<file path="src/two_wire_pkg.sv">
// Constants, register map and state type of the two-wire serial master.
package two_wire_pkg;

	localparam int ADDR_W = 8;

	localparam logic [ADDR_W-1:0] OFF_CMD    = 8'h00;
	localparam logic [ADDR_W-1:0] OFF_MODE   = 8'h04;
	localparam logic [ADDR_W-1:0] OFF_IADDR  = 8'h0C;
	localparam logic [ADDR_W-1:0] OFF_CWGR   = 8'h10;
	localparam logic [ADDR_W-1:0] OFF_STATUS = 8'h20;
	localparam logic [ADDR_W-1:0] OFF_IER    = 8'h24;
	localparam logic [ADDR_W-1:0] OFF_IDR    = 8'h28;
	localparam logic [ADDR_W-1:0] OFF_IMR    = 8'h2C;
	localparam logic [ADDR_W-1:0] OFF_RHR    = 8'h30;
	localparam logic [ADDR_W-1:0] OFF_THR    = 8'h34;

	localparam int CMD_START = 0;
	localparam int CMD_STOP  = 1;
	localparam int CMD_MASTER_ENABLE_CMD  = 2;
	localparam int CMD_MASTER_DISABLE_CMD = 3;
	localparam int CMD_SOFT_RESET_CMD = 7;

	localparam int MODE_SLAVE_DEVICE_ADDR_LSB = 16;
	localparam int MODE_SLAVE_DEVICE_ADDR_MSB = 22;
	localparam int MODE_READ     = 12;
	localparam int MODE_IASZ_LSB = 8;
	localparam int MODE_IASZ_MSB = 9;
	localparam logic [31:0] MODE_MASK  = 32'h007F_1300;
	localparam logic [31:0] IADDR_MASK = 32'h00FF_FFFF;

	localparam int SR_RX_READY_FLAG  = 1;
	localparam int SR_TX_READY_FLAG  = 2;
	localparam int SR_TX_COMPLETE_FLAG = 3;
	localparam int SR_NACK   = 8;

	localparam int DIV_MSB = 7;

	localparam logic [1:0] KIND_ADDR  = 2'h0;
	localparam logic [1:0] KIND_IADDR = 2'h1;
	localparam logic [1:0] KIND_DATA  = 2'h2;

	localparam logic [1:0] PH_SET  = 2'h0;
	localparam logic [1:0] PH_HIGH = 2'h1;
	localparam logic [1:0] PH_END  = 2'h2;
	localparam logic [1:0] PH_LOW  = 2'h3;

	localparam logic [2:0] BIT_LAST = 3'h7;

	typedef enum logic [2:0] {
		ST_IDLE  = 3'b000,
		ST_START = 3'b001,
		ST_SEND  = 3'b010,
		ST_RACK  = 3'b011,
		ST_RECV  = 3'b100,
		ST_MACK  = 3'b101,
		ST_STOP  = 3'b110
	} fsm_t;

	typedef struct packed {
		fsm_t        st;
		logic [1:0]  half;
		logic [7:0]  div;
		logic [7:0]  shift;
		logic [2:0]  bits;
		logic [1:0]  kind;
		logic [1:0]  addr_left;
		logic        rd_phase;
		logic        last_rx;
		logic        start_req;
		logic        stop_req;
		logic        dis_pend;
		logic        master_on;
		logic [31:0] mode;
		logic [23:0] internal_addr;
		logic [31:0] cwgr;
		logic [31:0] imr;
		logic [7:0]  thr;
		logic        thr_full;
		logic [7:0]  rhr;
		logic        tx_complete_flag;
		logic        rx_ready_flag;
		logic        tx_ready_flag;
		logic        nack;
		logic        scl_oe;
		logic        sda_oe;
		logic        sda_m;
		logic        sda_s;
		logic        scl_m;
		logic        scl_s;
		logic [31:0] prdata;
		logic        pslverr;
	} state_t;

	localparam state_t STATE_RST = '{st: ST_IDLE, tx_complete_flag: 1'b1, default: '0};

endpackage

</file>
<file path="src/two_wire_master_regs.sv">
// Two-wire serial master with its APB register file.
//
// Contract
// - START command bit launches a frame
// - Transmit holding write launches a write frame
// - STOP command ends read after current byte
// - Read NACK from slave forces a stop
// - Write stops when holding and shifter empty
// - Master enable works only without disable
// - Master disable waits until write data drains
// - Disable during read finishes current byte
// - Software reset equals system reset
// - Internal address size selects zero to three bytes
// - Direction bit selects write or read
// - Device address field sent each frame
// - Start and stop change data while clock high
// - Transmit ready set on ack until next write
// - Receive ready cleared by holding register read
// - Ninth pulse samples ack, sets NACK flag
`timescale 1ns/1ps
module two_wire_master_regs (
	input  wire logic        pclk,
	input  wire logic        presetn,
	input  wire logic        psel,
	input  wire logic        penable,
	input  wire logic        pwrite,
	input  wire logic [7:0]  paddr,
	input  wire logic [31:0] pwdata,
	output logic      [31:0] prdata,
	output logic             pready,
	output logic             pslverr,
	input  wire logic        scl_in,
	output logic             scl_out,
	output logic             scl_oe,
	input  wire logic        sda_in,
	output logic             sda_out,
	output logic             sda_oe,
	output logic             irq
);

	two_wire_pkg::state_t state_r;
	two_wire_pkg::state_t state_nxt;
	logic        acc;
	logic        wr;
	logic        rd;
	logic        cmd_wr;
	logic        tick;
	logic        stall;
	logic [31:0] sr;
	logic [31:0] rdata;
	logic        hit;
	logic        read_direction;
	logic [1:0]  iasz;
	logic [6:0]  slave_device_addr;

	////////////////////////////////////////////////////////////////////////////////////////
	// Bus decode and read mux.

	assign acc    = psel & penable;
	assign wr     = acc & pwrite;
	assign rd     = acc & ~pwrite;
	assign cmd_wr = wr && paddr == two_wire_pkg::OFF_CMD;
	assign read_direction  = state_r.mode[two_wire_pkg::MODE_READ];
	assign iasz   = state_r.mode[two_wire_pkg::MODE_IASZ_MSB:two_wire_pkg::MODE_IASZ_LSB];
	assign slave_device_addr   = state_r.mode[two_wire_pkg::MODE_SLAVE_DEVICE_ADDR_MSB:two_wire_pkg::MODE_SLAVE_DEVICE_ADDR_LSB];

	always_comb begin
		sr = '0;
		sr[two_wire_pkg::SR_RX_READY_FLAG]  = state_r.rx_ready_flag;
		sr[two_wire_pkg::SR_TX_READY_FLAG]  = state_r.tx_ready_flag;
		sr[two_wire_pkg::SR_TX_COMPLETE_FLAG] = state_r.tx_complete_flag;
		sr[two_wire_pkg::SR_NACK]   = state_r.nack;
	end

	always_comb begin
		rdata = '0;
		hit   = 1'b1;
		unique case (paddr)
			two_wire_pkg::OFF_CMD, two_wire_pkg::OFF_IER, two_wire_pkg::OFF_IDR: rdata = '0;
			two_wire_pkg::OFF_MODE:   rdata = state_r.mode;
			two_wire_pkg::OFF_IADDR:  rdata = {8'h00, state_r.internal_addr};
			two_wire_pkg::OFF_CWGR:   rdata = state_r.cwgr;
			two_wire_pkg::OFF_STATUS: rdata = sr;
			two_wire_pkg::OFF_IMR:    rdata = state_r.imr;
			two_wire_pkg::OFF_RHR:    rdata = {24'h00_0000, state_r.rhr};
			two_wire_pkg::OFF_THR:    rdata = {24'h00_0000, state_r.thr};
			default:                  hit   = 1'b0;
		endcase
	end

	// A released clock line held low by the slave stalls the divider, stretching the low phase.
	assign stall = state_r.st != two_wire_pkg::ST_IDLE && !state_r.scl_oe && !state_r.scl_s;
	assign tick  = state_r.div == '0 && !stall;

	////////////////////////////////////////////////////////////////////////////////////////
	// Next state.

	always_comb begin
		state_nxt = state_r;
		state_nxt.sda_m = sda_in;
		state_nxt.sda_s = state_r.sda_m;
		state_nxt.scl_m = scl_in;
		state_nxt.scl_s = state_r.scl_m;
		// Read data is latched in the setup cycle so prdata comes from a flop.
		if (psel && !penable) begin
			state_nxt.prdata  = rdata;
			state_nxt.pslverr = ~hit;
		end

		// Software clears come first so that hardware sets below win.
		if (wr) begin
			unique case (paddr)
				two_wire_pkg::OFF_CMD: begin
					if (pwdata[two_wire_pkg::CMD_START]) begin
						state_nxt.start_req = 1'b1;
					end
					if (pwdata[two_wire_pkg::CMD_STOP]) begin
						state_nxt.stop_req = 1'b1;
					end
					if (pwdata[two_wire_pkg::CMD_MASTER_DISABLE_CMD]) begin
						state_nxt.dis_pend = 1'b1;
					end else if (pwdata[two_wire_pkg::CMD_MASTER_ENABLE_CMD]) begin
						state_nxt.master_on = 1'b1;
						state_nxt.dis_pend  = 1'b0;
					end
				end
				two_wire_pkg::OFF_MODE:  state_nxt.mode = pwdata & two_wire_pkg::MODE_MASK;
				two_wire_pkg::OFF_IADDR: state_nxt.internal_addr = pwdata[23:0];
				two_wire_pkg::OFF_CWGR:  state_nxt.cwgr = pwdata;
				two_wire_pkg::OFF_IER:   state_nxt.imr = state_r.imr | pwdata;
				two_wire_pkg::OFF_IDR:   state_nxt.imr = state_r.imr & ~pwdata;
				two_wire_pkg::OFF_THR: begin
					state_nxt.thr           = pwdata[7:0];
					state_nxt.thr_full      = 1'b1;
					state_nxt.tx_ready_flag = 1'b0;
				end
				default: ;
			endcase
		end
		if (rd && paddr == two_wire_pkg::OFF_RHR) begin
			state_nxt.rx_ready_flag = 1'b0;
		end

		if (state_r.st != two_wire_pkg::ST_IDLE) begin
			if (tick) begin
				state_nxt.div = state_r.cwgr[two_wire_pkg::DIV_MSB:0];
			end else if (!stall) begin
				state_nxt.div = state_r.div - 8'h01;
			end
		end

		unique case (state_r.st)
			two_wire_pkg::ST_IDLE: begin
				state_nxt.scl_oe = 1'b0;
				state_nxt.sda_oe = 1'b0;
				state_nxt.div    = '0;
				if (state_r.master_on && (state_r.start_req || (!read_direction && state_r.thr_full))) begin
					state_nxt.st               = two_wire_pkg::ST_START;
					state_nxt.half             = two_wire_pkg::PH_SET;
					state_nxt.start_req        = 1'b0;
					state_nxt.tx_complete_flag = 1'b0;
					state_nxt.nack             = 1'b0;
					state_nxt.addr_left        = iasz;
					state_nxt.rd_phase         = read_direction && iasz == '0;
				end else if (state_r.dis_pend && !state_r.thr_full) begin
					state_nxt.master_on = 1'b0;
					state_nxt.dis_pend  = 1'b0;
				end
			end
			two_wire_pkg::ST_START: if (tick) begin
				state_nxt.half = state_r.half + 2'h1;
				unique case (state_r.half)
					two_wire_pkg::PH_SET:  state_nxt.sda_oe = 1'b0;
					two_wire_pkg::PH_HIGH: state_nxt.scl_oe = 1'b0;
					two_wire_pkg::PH_END:  state_nxt.sda_oe = 1'b1;
					two_wire_pkg::PH_LOW: begin
						state_nxt.scl_oe = 1'b1;
						state_nxt.shift  = {slave_device_addr, state_r.rd_phase};
						state_nxt.kind   = two_wire_pkg::KIND_ADDR;
						state_nxt.bits   = two_wire_pkg::BIT_LAST;
						state_nxt.half   = two_wire_pkg::PH_SET;
						state_nxt.st     = two_wire_pkg::ST_SEND;
					end
				endcase
			end
			two_wire_pkg::ST_SEND, two_wire_pkg::ST_RACK,
			two_wire_pkg::ST_RECV, two_wire_pkg::ST_MACK: if (tick) begin
				unique case (state_r.half)
					two_wire_pkg::PH_SET: begin
						state_nxt.half = two_wire_pkg::PH_HIGH;
						unique case (state_r.st)
							two_wire_pkg::ST_SEND: state_nxt.sda_oe = ~state_r.shift[7];
							two_wire_pkg::ST_MACK: state_nxt.sda_oe = ~state_r.last_rx;
							default:               state_nxt.sda_oe = 1'b0;
						endcase
					end
					two_wire_pkg::PH_HIGH: begin
						state_nxt.scl_oe = 1'b0;
						state_nxt.half   = two_wire_pkg::PH_END;
					end
					default: begin
						state_nxt.scl_oe = 1'b1;
						state_nxt.half   = two_wire_pkg::PH_SET;
						unique case (state_r.st)
							two_wire_pkg::ST_SEND: begin
								state_nxt.shift = {state_r.shift[6:0], 1'b0};
								state_nxt.bits  = state_r.bits - 3'h1;
								if (state_r.bits == '0) begin
									state_nxt.st = two_wire_pkg::ST_RACK;
								end
							end
							two_wire_pkg::ST_RACK: begin
								if (state_r.sda_s) begin
									state_nxt.nack = 1'b1;
									state_nxt.st   = two_wire_pkg::ST_STOP;
								end else if (state_r.kind == two_wire_pkg::KIND_ADDR
										&& state_r.rd_phase) begin
									state_nxt.st      = two_wire_pkg::ST_RECV;
									state_nxt.bits    = two_wire_pkg::BIT_LAST;
									state_nxt.last_rx = 1'b0;
								end else if (state_r.addr_left != '0) begin
									unique case (state_r.addr_left)
										2'h3:    state_nxt.shift = state_r.internal_addr[23:16];
										2'h2:    state_nxt.shift = state_r.internal_addr[15:8];
										default: state_nxt.shift = state_r.internal_addr[7:0];
									endcase
									state_nxt.addr_left = state_r.addr_left - 2'h1;
									state_nxt.kind      = two_wire_pkg::KIND_IADDR;
									state_nxt.bits      = two_wire_pkg::BIT_LAST;
									state_nxt.st        = two_wire_pkg::ST_SEND;
								end else if (read_direction) begin
									// Internal address sent: repeated start, then read.
									state_nxt.rd_phase = 1'b1;
									state_nxt.st       = two_wire_pkg::ST_START;
								end else begin
									state_nxt.tx_ready_flag = 1'b1;
									if (state_r.thr_full) begin
										state_nxt.shift    = state_r.thr;
										state_nxt.thr_full = 1'b0;
										state_nxt.kind     = two_wire_pkg::KIND_DATA;
										state_nxt.bits     = two_wire_pkg::BIT_LAST;
										state_nxt.st       = two_wire_pkg::ST_SEND;
									end else begin
										state_nxt.st = two_wire_pkg::ST_STOP;
									end
								end
							end
							two_wire_pkg::ST_RECV: begin
								state_nxt.shift = {state_r.shift[6:0], state_r.sda_s};
								state_nxt.bits  = state_r.bits - 3'h1;
								if (state_r.bits == '0) begin
									state_nxt.rhr           = {state_r.shift[6:0], state_r.sda_s};
									state_nxt.rx_ready_flag = 1'b1;
									// Stop or disable seen during this byte makes it the last.
									state_nxt.last_rx = state_r.stop_req || state_r.dis_pend;
									state_nxt.st      = two_wire_pkg::ST_MACK;
								end
							end
							default: begin
								state_nxt.bits = two_wire_pkg::BIT_LAST;
								state_nxt.st   = state_r.last_rx ? two_wire_pkg::ST_STOP
									: two_wire_pkg::ST_RECV;
							end
						endcase
					end
				endcase
			end
			two_wire_pkg::ST_STOP: if (tick) begin
				unique case (state_r.half)
					two_wire_pkg::PH_SET: begin
						state_nxt.sda_oe = 1'b1;
						state_nxt.half   = two_wire_pkg::PH_HIGH;
					end
					two_wire_pkg::PH_HIGH: begin
						state_nxt.scl_oe = 1'b0;
						state_nxt.half   = two_wire_pkg::PH_END;
					end
					default: begin
						state_nxt.sda_oe           = 1'b0;
						state_nxt.half             = two_wire_pkg::PH_SET;
						state_nxt.tx_complete_flag = 1'b1;
						state_nxt.stop_req         = 1'b0;
						state_nxt.st               = two_wire_pkg::ST_IDLE;
					end
				endcase
			end
			default: state_nxt.st = two_wire_pkg::ST_IDLE;
		endcase

		if (cmd_wr && pwdata[two_wire_pkg::CMD_SOFT_RESET_CMD]) begin
			state_nxt = two_wire_pkg::STATE_RST;
		end
	end

	always_ff @(posedge pclk or negedge presetn) begin
		if (!presetn) begin
			state_r <= two_wire_pkg::STATE_RST;
		end else begin
			state_r <= state_nxt;
		end
	end

	////////////////////////////////////////////////////////////////////////////////////////
	// Outputs. Both lines are open drain, so only the enables ever change.

	assign prdata  = state_r.prdata;
	assign pready  = 1'b1;
	assign pslverr = state_r.pslverr;
	assign scl_out = 1'b0;
	assign sda_out = 1'b0;
	assign scl_oe  = state_r.scl_oe;
	assign sda_oe  = state_r.sda_oe;
	assign irq     = |(sr & state_r.imr);
endmodule

</file>
<file path="config.mk">
export PLATFORM = sky130hd
export DESIGN_NAME = two_wire_master_regs
export DESIGN_NICKNAME = d
export VERILOG_FILES = /design/src/two_wire_pkg.sv /design/src/two_wire_master_regs.sv
export SDC_FILE = /design/constraint.sdc
export NUM_CORES = 1
export LEC_CHECK = 0
export BUFFER_PORTS_ARGS = -buffer_cell sky130_fd_sc_hd__buf_2
export CAP_MARGIN = 20
export CORE_MARGIN = 8
export CORE_UTILIZATION = 35
export DETAILED_ROUTE_END_ITERATION = 6
export GPL_TIMING_DRIVEN = 0
export SYNTH_ARGS = -nofsm -noshare
export SYNTH_HDL_FRONTEND = slang
export SYNTH_SLANG_ARGS = --single-unit
</file>
<file path="constraint.sdc">
create_clock -name pclk -period 2.55 [get_ports pclk]
set_clock_uncertainty 0.05 [all_clocks]
set_input_delay 0.1275 -clock pclk [delete_from_list [all_inputs] [get_ports pclk]]
set_output_delay 0.1275 -clock pclk [all_outputs]
set_load 0.03 [all_outputs]
</file>
==> flow_summary.json <==
{
  "cts_tree": "done",
  "post_drt_wl_per_cell_um": 21.4,
  "antenna_found_initial": 0,
  "dp_hpwl_um": 24500,
  "antenna_cells": 0,
  "final_antenna_net_count": 0,
  "synth-edff-count": 0,
  "pwr-share-clk_pct": 33.0,
  "place_congestion": 0.924,
  "die_h_um": 186,
  "status": "finished, final reports clean",
  "rr_endpoint": "state_r[51]",
  "async_reset_ff_share_pct": 100,
  "post-route-util_pct": 42.3,
  "endpoint_kind": "flop",
  "drv_cap": 0,
  "synth.most_common_cell": "dfrtp_1",
  "r2r_cells": 8,
  "firstDrtPassIters": 5,
  "grtUsageTotal_pct": 20.1,
  "route.detailed.drc": 0,
  "rsz0062_at_grt": "yes",
  "syn_area_per_cell_um2": 9.52,
  "power.leakage_uw": 0.00533,
  "postSynthCellCount": 1063,
  "slew_headroom_pct": 31.2,
  "path_clk_slew_ns": 0.08,
  "drt_iter0_drc": 1161,
  "ys_seq_area_share_pct": 47.5,
  "h-tree-depth": 4,
  "row_count": 62,
  "p_seq_share_pct": 41.1,
  "crit_type": "in -> reg",
  "yosysTopAreaCell": "dfrtp_1",
  "cp-start-kind": "input pin",
  "finalHoldViolCount": 0,
  "combPwrFrac_pct": 25.9,
  "yosys_warnings": 0,
  "hp-class": "in -> reg",
  "fin_crit_ns": 2.42,
  "ys_ff_latch": 192,
  "grt_max_degree": 111,
  "max-vdd-ir-drop_mv": 0.461,
  "fp.dieW_um": 186,
  "grt_overflow": 0,
  "mappedNetlistArea_um2": 10100,
  "crit_fanout": 10,
  "max_stage_delay_ns": 0.65,
  "io-pin-count": 86,
  "finalCritPeriodShare_pct": 95.1,
  "clockBufferDepth": 2,
  "setup_ws_ns": 0.126,
  "synthDistinctLibCells": 76,
  "power.switching_uw": 3020,
  "worstHoldStart": "penable",
  "drv_slew": 0,
  "drive_gt1_share_pct": 19.6,
  "setup_viol": 0,
  "wl_um": 34200,
  "switching_share_pct": 35.1,
  "rr_startpoint": "state_r[201]",
  "critPathArrivalTime_ns": 2.76,
  "holdPathEnd": "sr[1]",
  "core_area_um2": 28600,
  "path_cells": "dlygate4sd3_1 -> buf_2 -> and4_1 -> nand3_1 -> clkbuf_1 -> buf_1 -> nand3_1 -> nand2_1",
  "clock_latency_ns": 0.45,
  "slowest_stage": "buf_1",
  "cp_data_required_time_ns": 2.88,
  "dieArea_um2": 34600,
  "path_common_cell": "nand3_1",
  "cts-root-buf": "clkbuf_16",
  "hold_depth": 4,
  "grt_pass1_vias": 8953,
  "max_freq_mhz": 413,
  "area_growth_pct": 19.6,
  "powerDensity_nw_per_um2": 709,
  "finalSetupTns_ns": 0,
  "numCtsBuffers": 17,
  "via_per_inst": 5.74,
  "cts.sinks": 192,
  "ys.flop_type": "dfrtp_1",
  "tightestPinTransition_ns": 1.02,
  "nNetsFinal": 1263,
  "synth_area_leaders": "dfrtp_1 47%, nand2_1 5.7%, a21oi_1 5.6%",
  "intPower_uw": 5570,
  "grt_pass1_wl_um": 53100,
  "synth_top_area_share_pct": 47.2,
  "dp_slack_ns": -0.216,
  "r2r_slack_ns": 0.16,
  "initial_core_util_pct": 35.3,
  "io_buffers": 82,
  "synth.cells.most_frequent": "191 x dfrtp_1, 153 x nand2_1, 113 x a21oi_1",
  "num_vias": 9196
}
-- worst max-delay path by stage --
stage | start | endpoint | slack (ns) | cells past startpoint
2_1_floorplan | state_r[201] | state_r[193] | 0.32 | 8
3_3_place_gp | presetn | prdata[29] | -2.07 | 1
3_5_place_dp | state_r[201] | state_r[198] | -0.22 | 8
4_1_cts | state_r[201] | state_r[194] | 0.07 | 9
5_1_grt | state_r[201] | state_r[51] | -0.01 | 8
6_report | pwdata[7] | state_r[100] | 0.13 | 8
-- placed cells by master (no fill, tap or decap), types with 6 or more instances in the layout --
| cell type | Yosys | routed |
|---|---|---|
| mux2_2 | 14 | 14 |
| mux2i_1 | 22 | 22 |
| buf_2 | 26 | 106 |
| o2bb2ai_1 | 35 | 35 |
| and3_1 | 8 | 8 |
| a22o_1 | 7 | 7 |
| nand2_1 | 153 | 153 |
| a222oi_1 | 12 | 12 |
| nor2_1 | 56 | 55 |
| dfrtp_1 | 191 | 191 |
| nand4_1 | 8 | 8 |
| or3_1 | 6 | 6 |
| a211oi_2 | 10 | 10 |
| a21boi_0 | 10 | 10 |
| clkbuf_1 | 33 | 32 |
| ha_1 | 12 | 12 |
| nor2b_1 | 7 | 7 |
| buf_1 | 11 | 11 |
| dlygate4sd3_1 | 0 | 35 |
| nand3_1 | 44 | 44 |
| o211ai_1 | 6 | 6 |
| a221oi_1 | 7 | 7 |
| a21oi_1 | 113 | 113 |
| buf_4 | 37 | 40 |
| nor3_1 | 12 | 11 |
| a211oi_1 | 26 | 26 |
| o21ai_0 | 38 | 37 |
| a31o_2 | 8 | 8 |
| clkbuf_16 | 0 | 17 |
| inv_1 | 17 | 17 |
| a21o_1 | 6 | 6 |
| a22oi_1 | 32 | 32 |
-- cells by family (layout without fill, tap and decap cells) --
| logic type | Yosys count | count (layout) | share of synthesized area [%] |
|---|---|---|---|
| fa+ha+maj | 12 | 12 | 1.48 |
| compound gates | 356 | 356 | 24.6 |
| buf+inv | 126 | 279 | 6.44 |
| simple gates | 337 | 337 | 16.0 |
| other cells | 2 | 3 | 0.0742 |
| flops | 192 | 192 | 47.5 |
| mux | 36 | 36 | 3.73 |
| xor+xnor | 2 | 2 | 0.173 |
-- stage by stage --
| step | total power (µW) | cell area (µm²) | instances | hold WS, ns |
|---|---|---|---|---|
| final | 8580 | 12100 | 1601 | 0.112 |
| after global placement | 5620 | 11000 | 1530 | 0.296 |
| after global routing | 9020 | 12100 | 1601 | 0.109 |
| after floorplan | 5000 | 10100 | 1064 | -0.218 |
| after CTS | 8550 | 12100 | 1599 | 0.0845 |
| after detailed placement | 5660 | 11100 | 1531 | 0.113 |
-- timing repair --
action	CTS	global route
endpoints found under the hold margin	181	0
gates resized for setup	4	9
hold buffers	35	0
setup buffers	1	2
pin swaps	1	1
setup endpoints to repair	13	20
-- area by class of cell --
cell class,count,area (µm²)
fill,2839,16500
sequential,192,4810
multi-input combinational,746,4710
timing repair buffer,121,833
buffer,108,588
tap,384,480
clock buffer,17,425
clock inverter,15,193
inverter,18,67.6
-- flip-flops by register name, indices dropped and copies added (netlist names) --
name               cells
iasz                   2
prdata                32
pslverr                1
read_direction         1
scl_oe                 1
sda_oe                 1
slave_device_addr      7
sr                     4
state_r              143
-- layer usage --
layer	part of all wire, %	GRT usage (%)	wire length, µm
met1	46	28.8	15600
met2	45	30.9	15200
met3	7.3	3.28	2510
met4	2.4	5.34	811
met5	0	0	0
-- power by group through the flow --
stage | clock, µW | combinational, µW | sequential (µW)
2_1_floorplan | 0 | 1480 | 3520
3_3_place_gp | 0 | 2050 | 3560
3_5_place_dp | 0 | 2090 | 3570
4_1_cts | 2870 | 2170 | 3510
5_1_grt | 2990 | 2470 | 3560
6_report | 2830 | 2230 | 3530
-- worst max-delay path: cells and delay by family --
kind	cells	cell delay, ns
buffers and inverters	4	1.88
and+or+nand+nor	4	0.75
No activity file was read; power rests on OpenSTA's default activity.
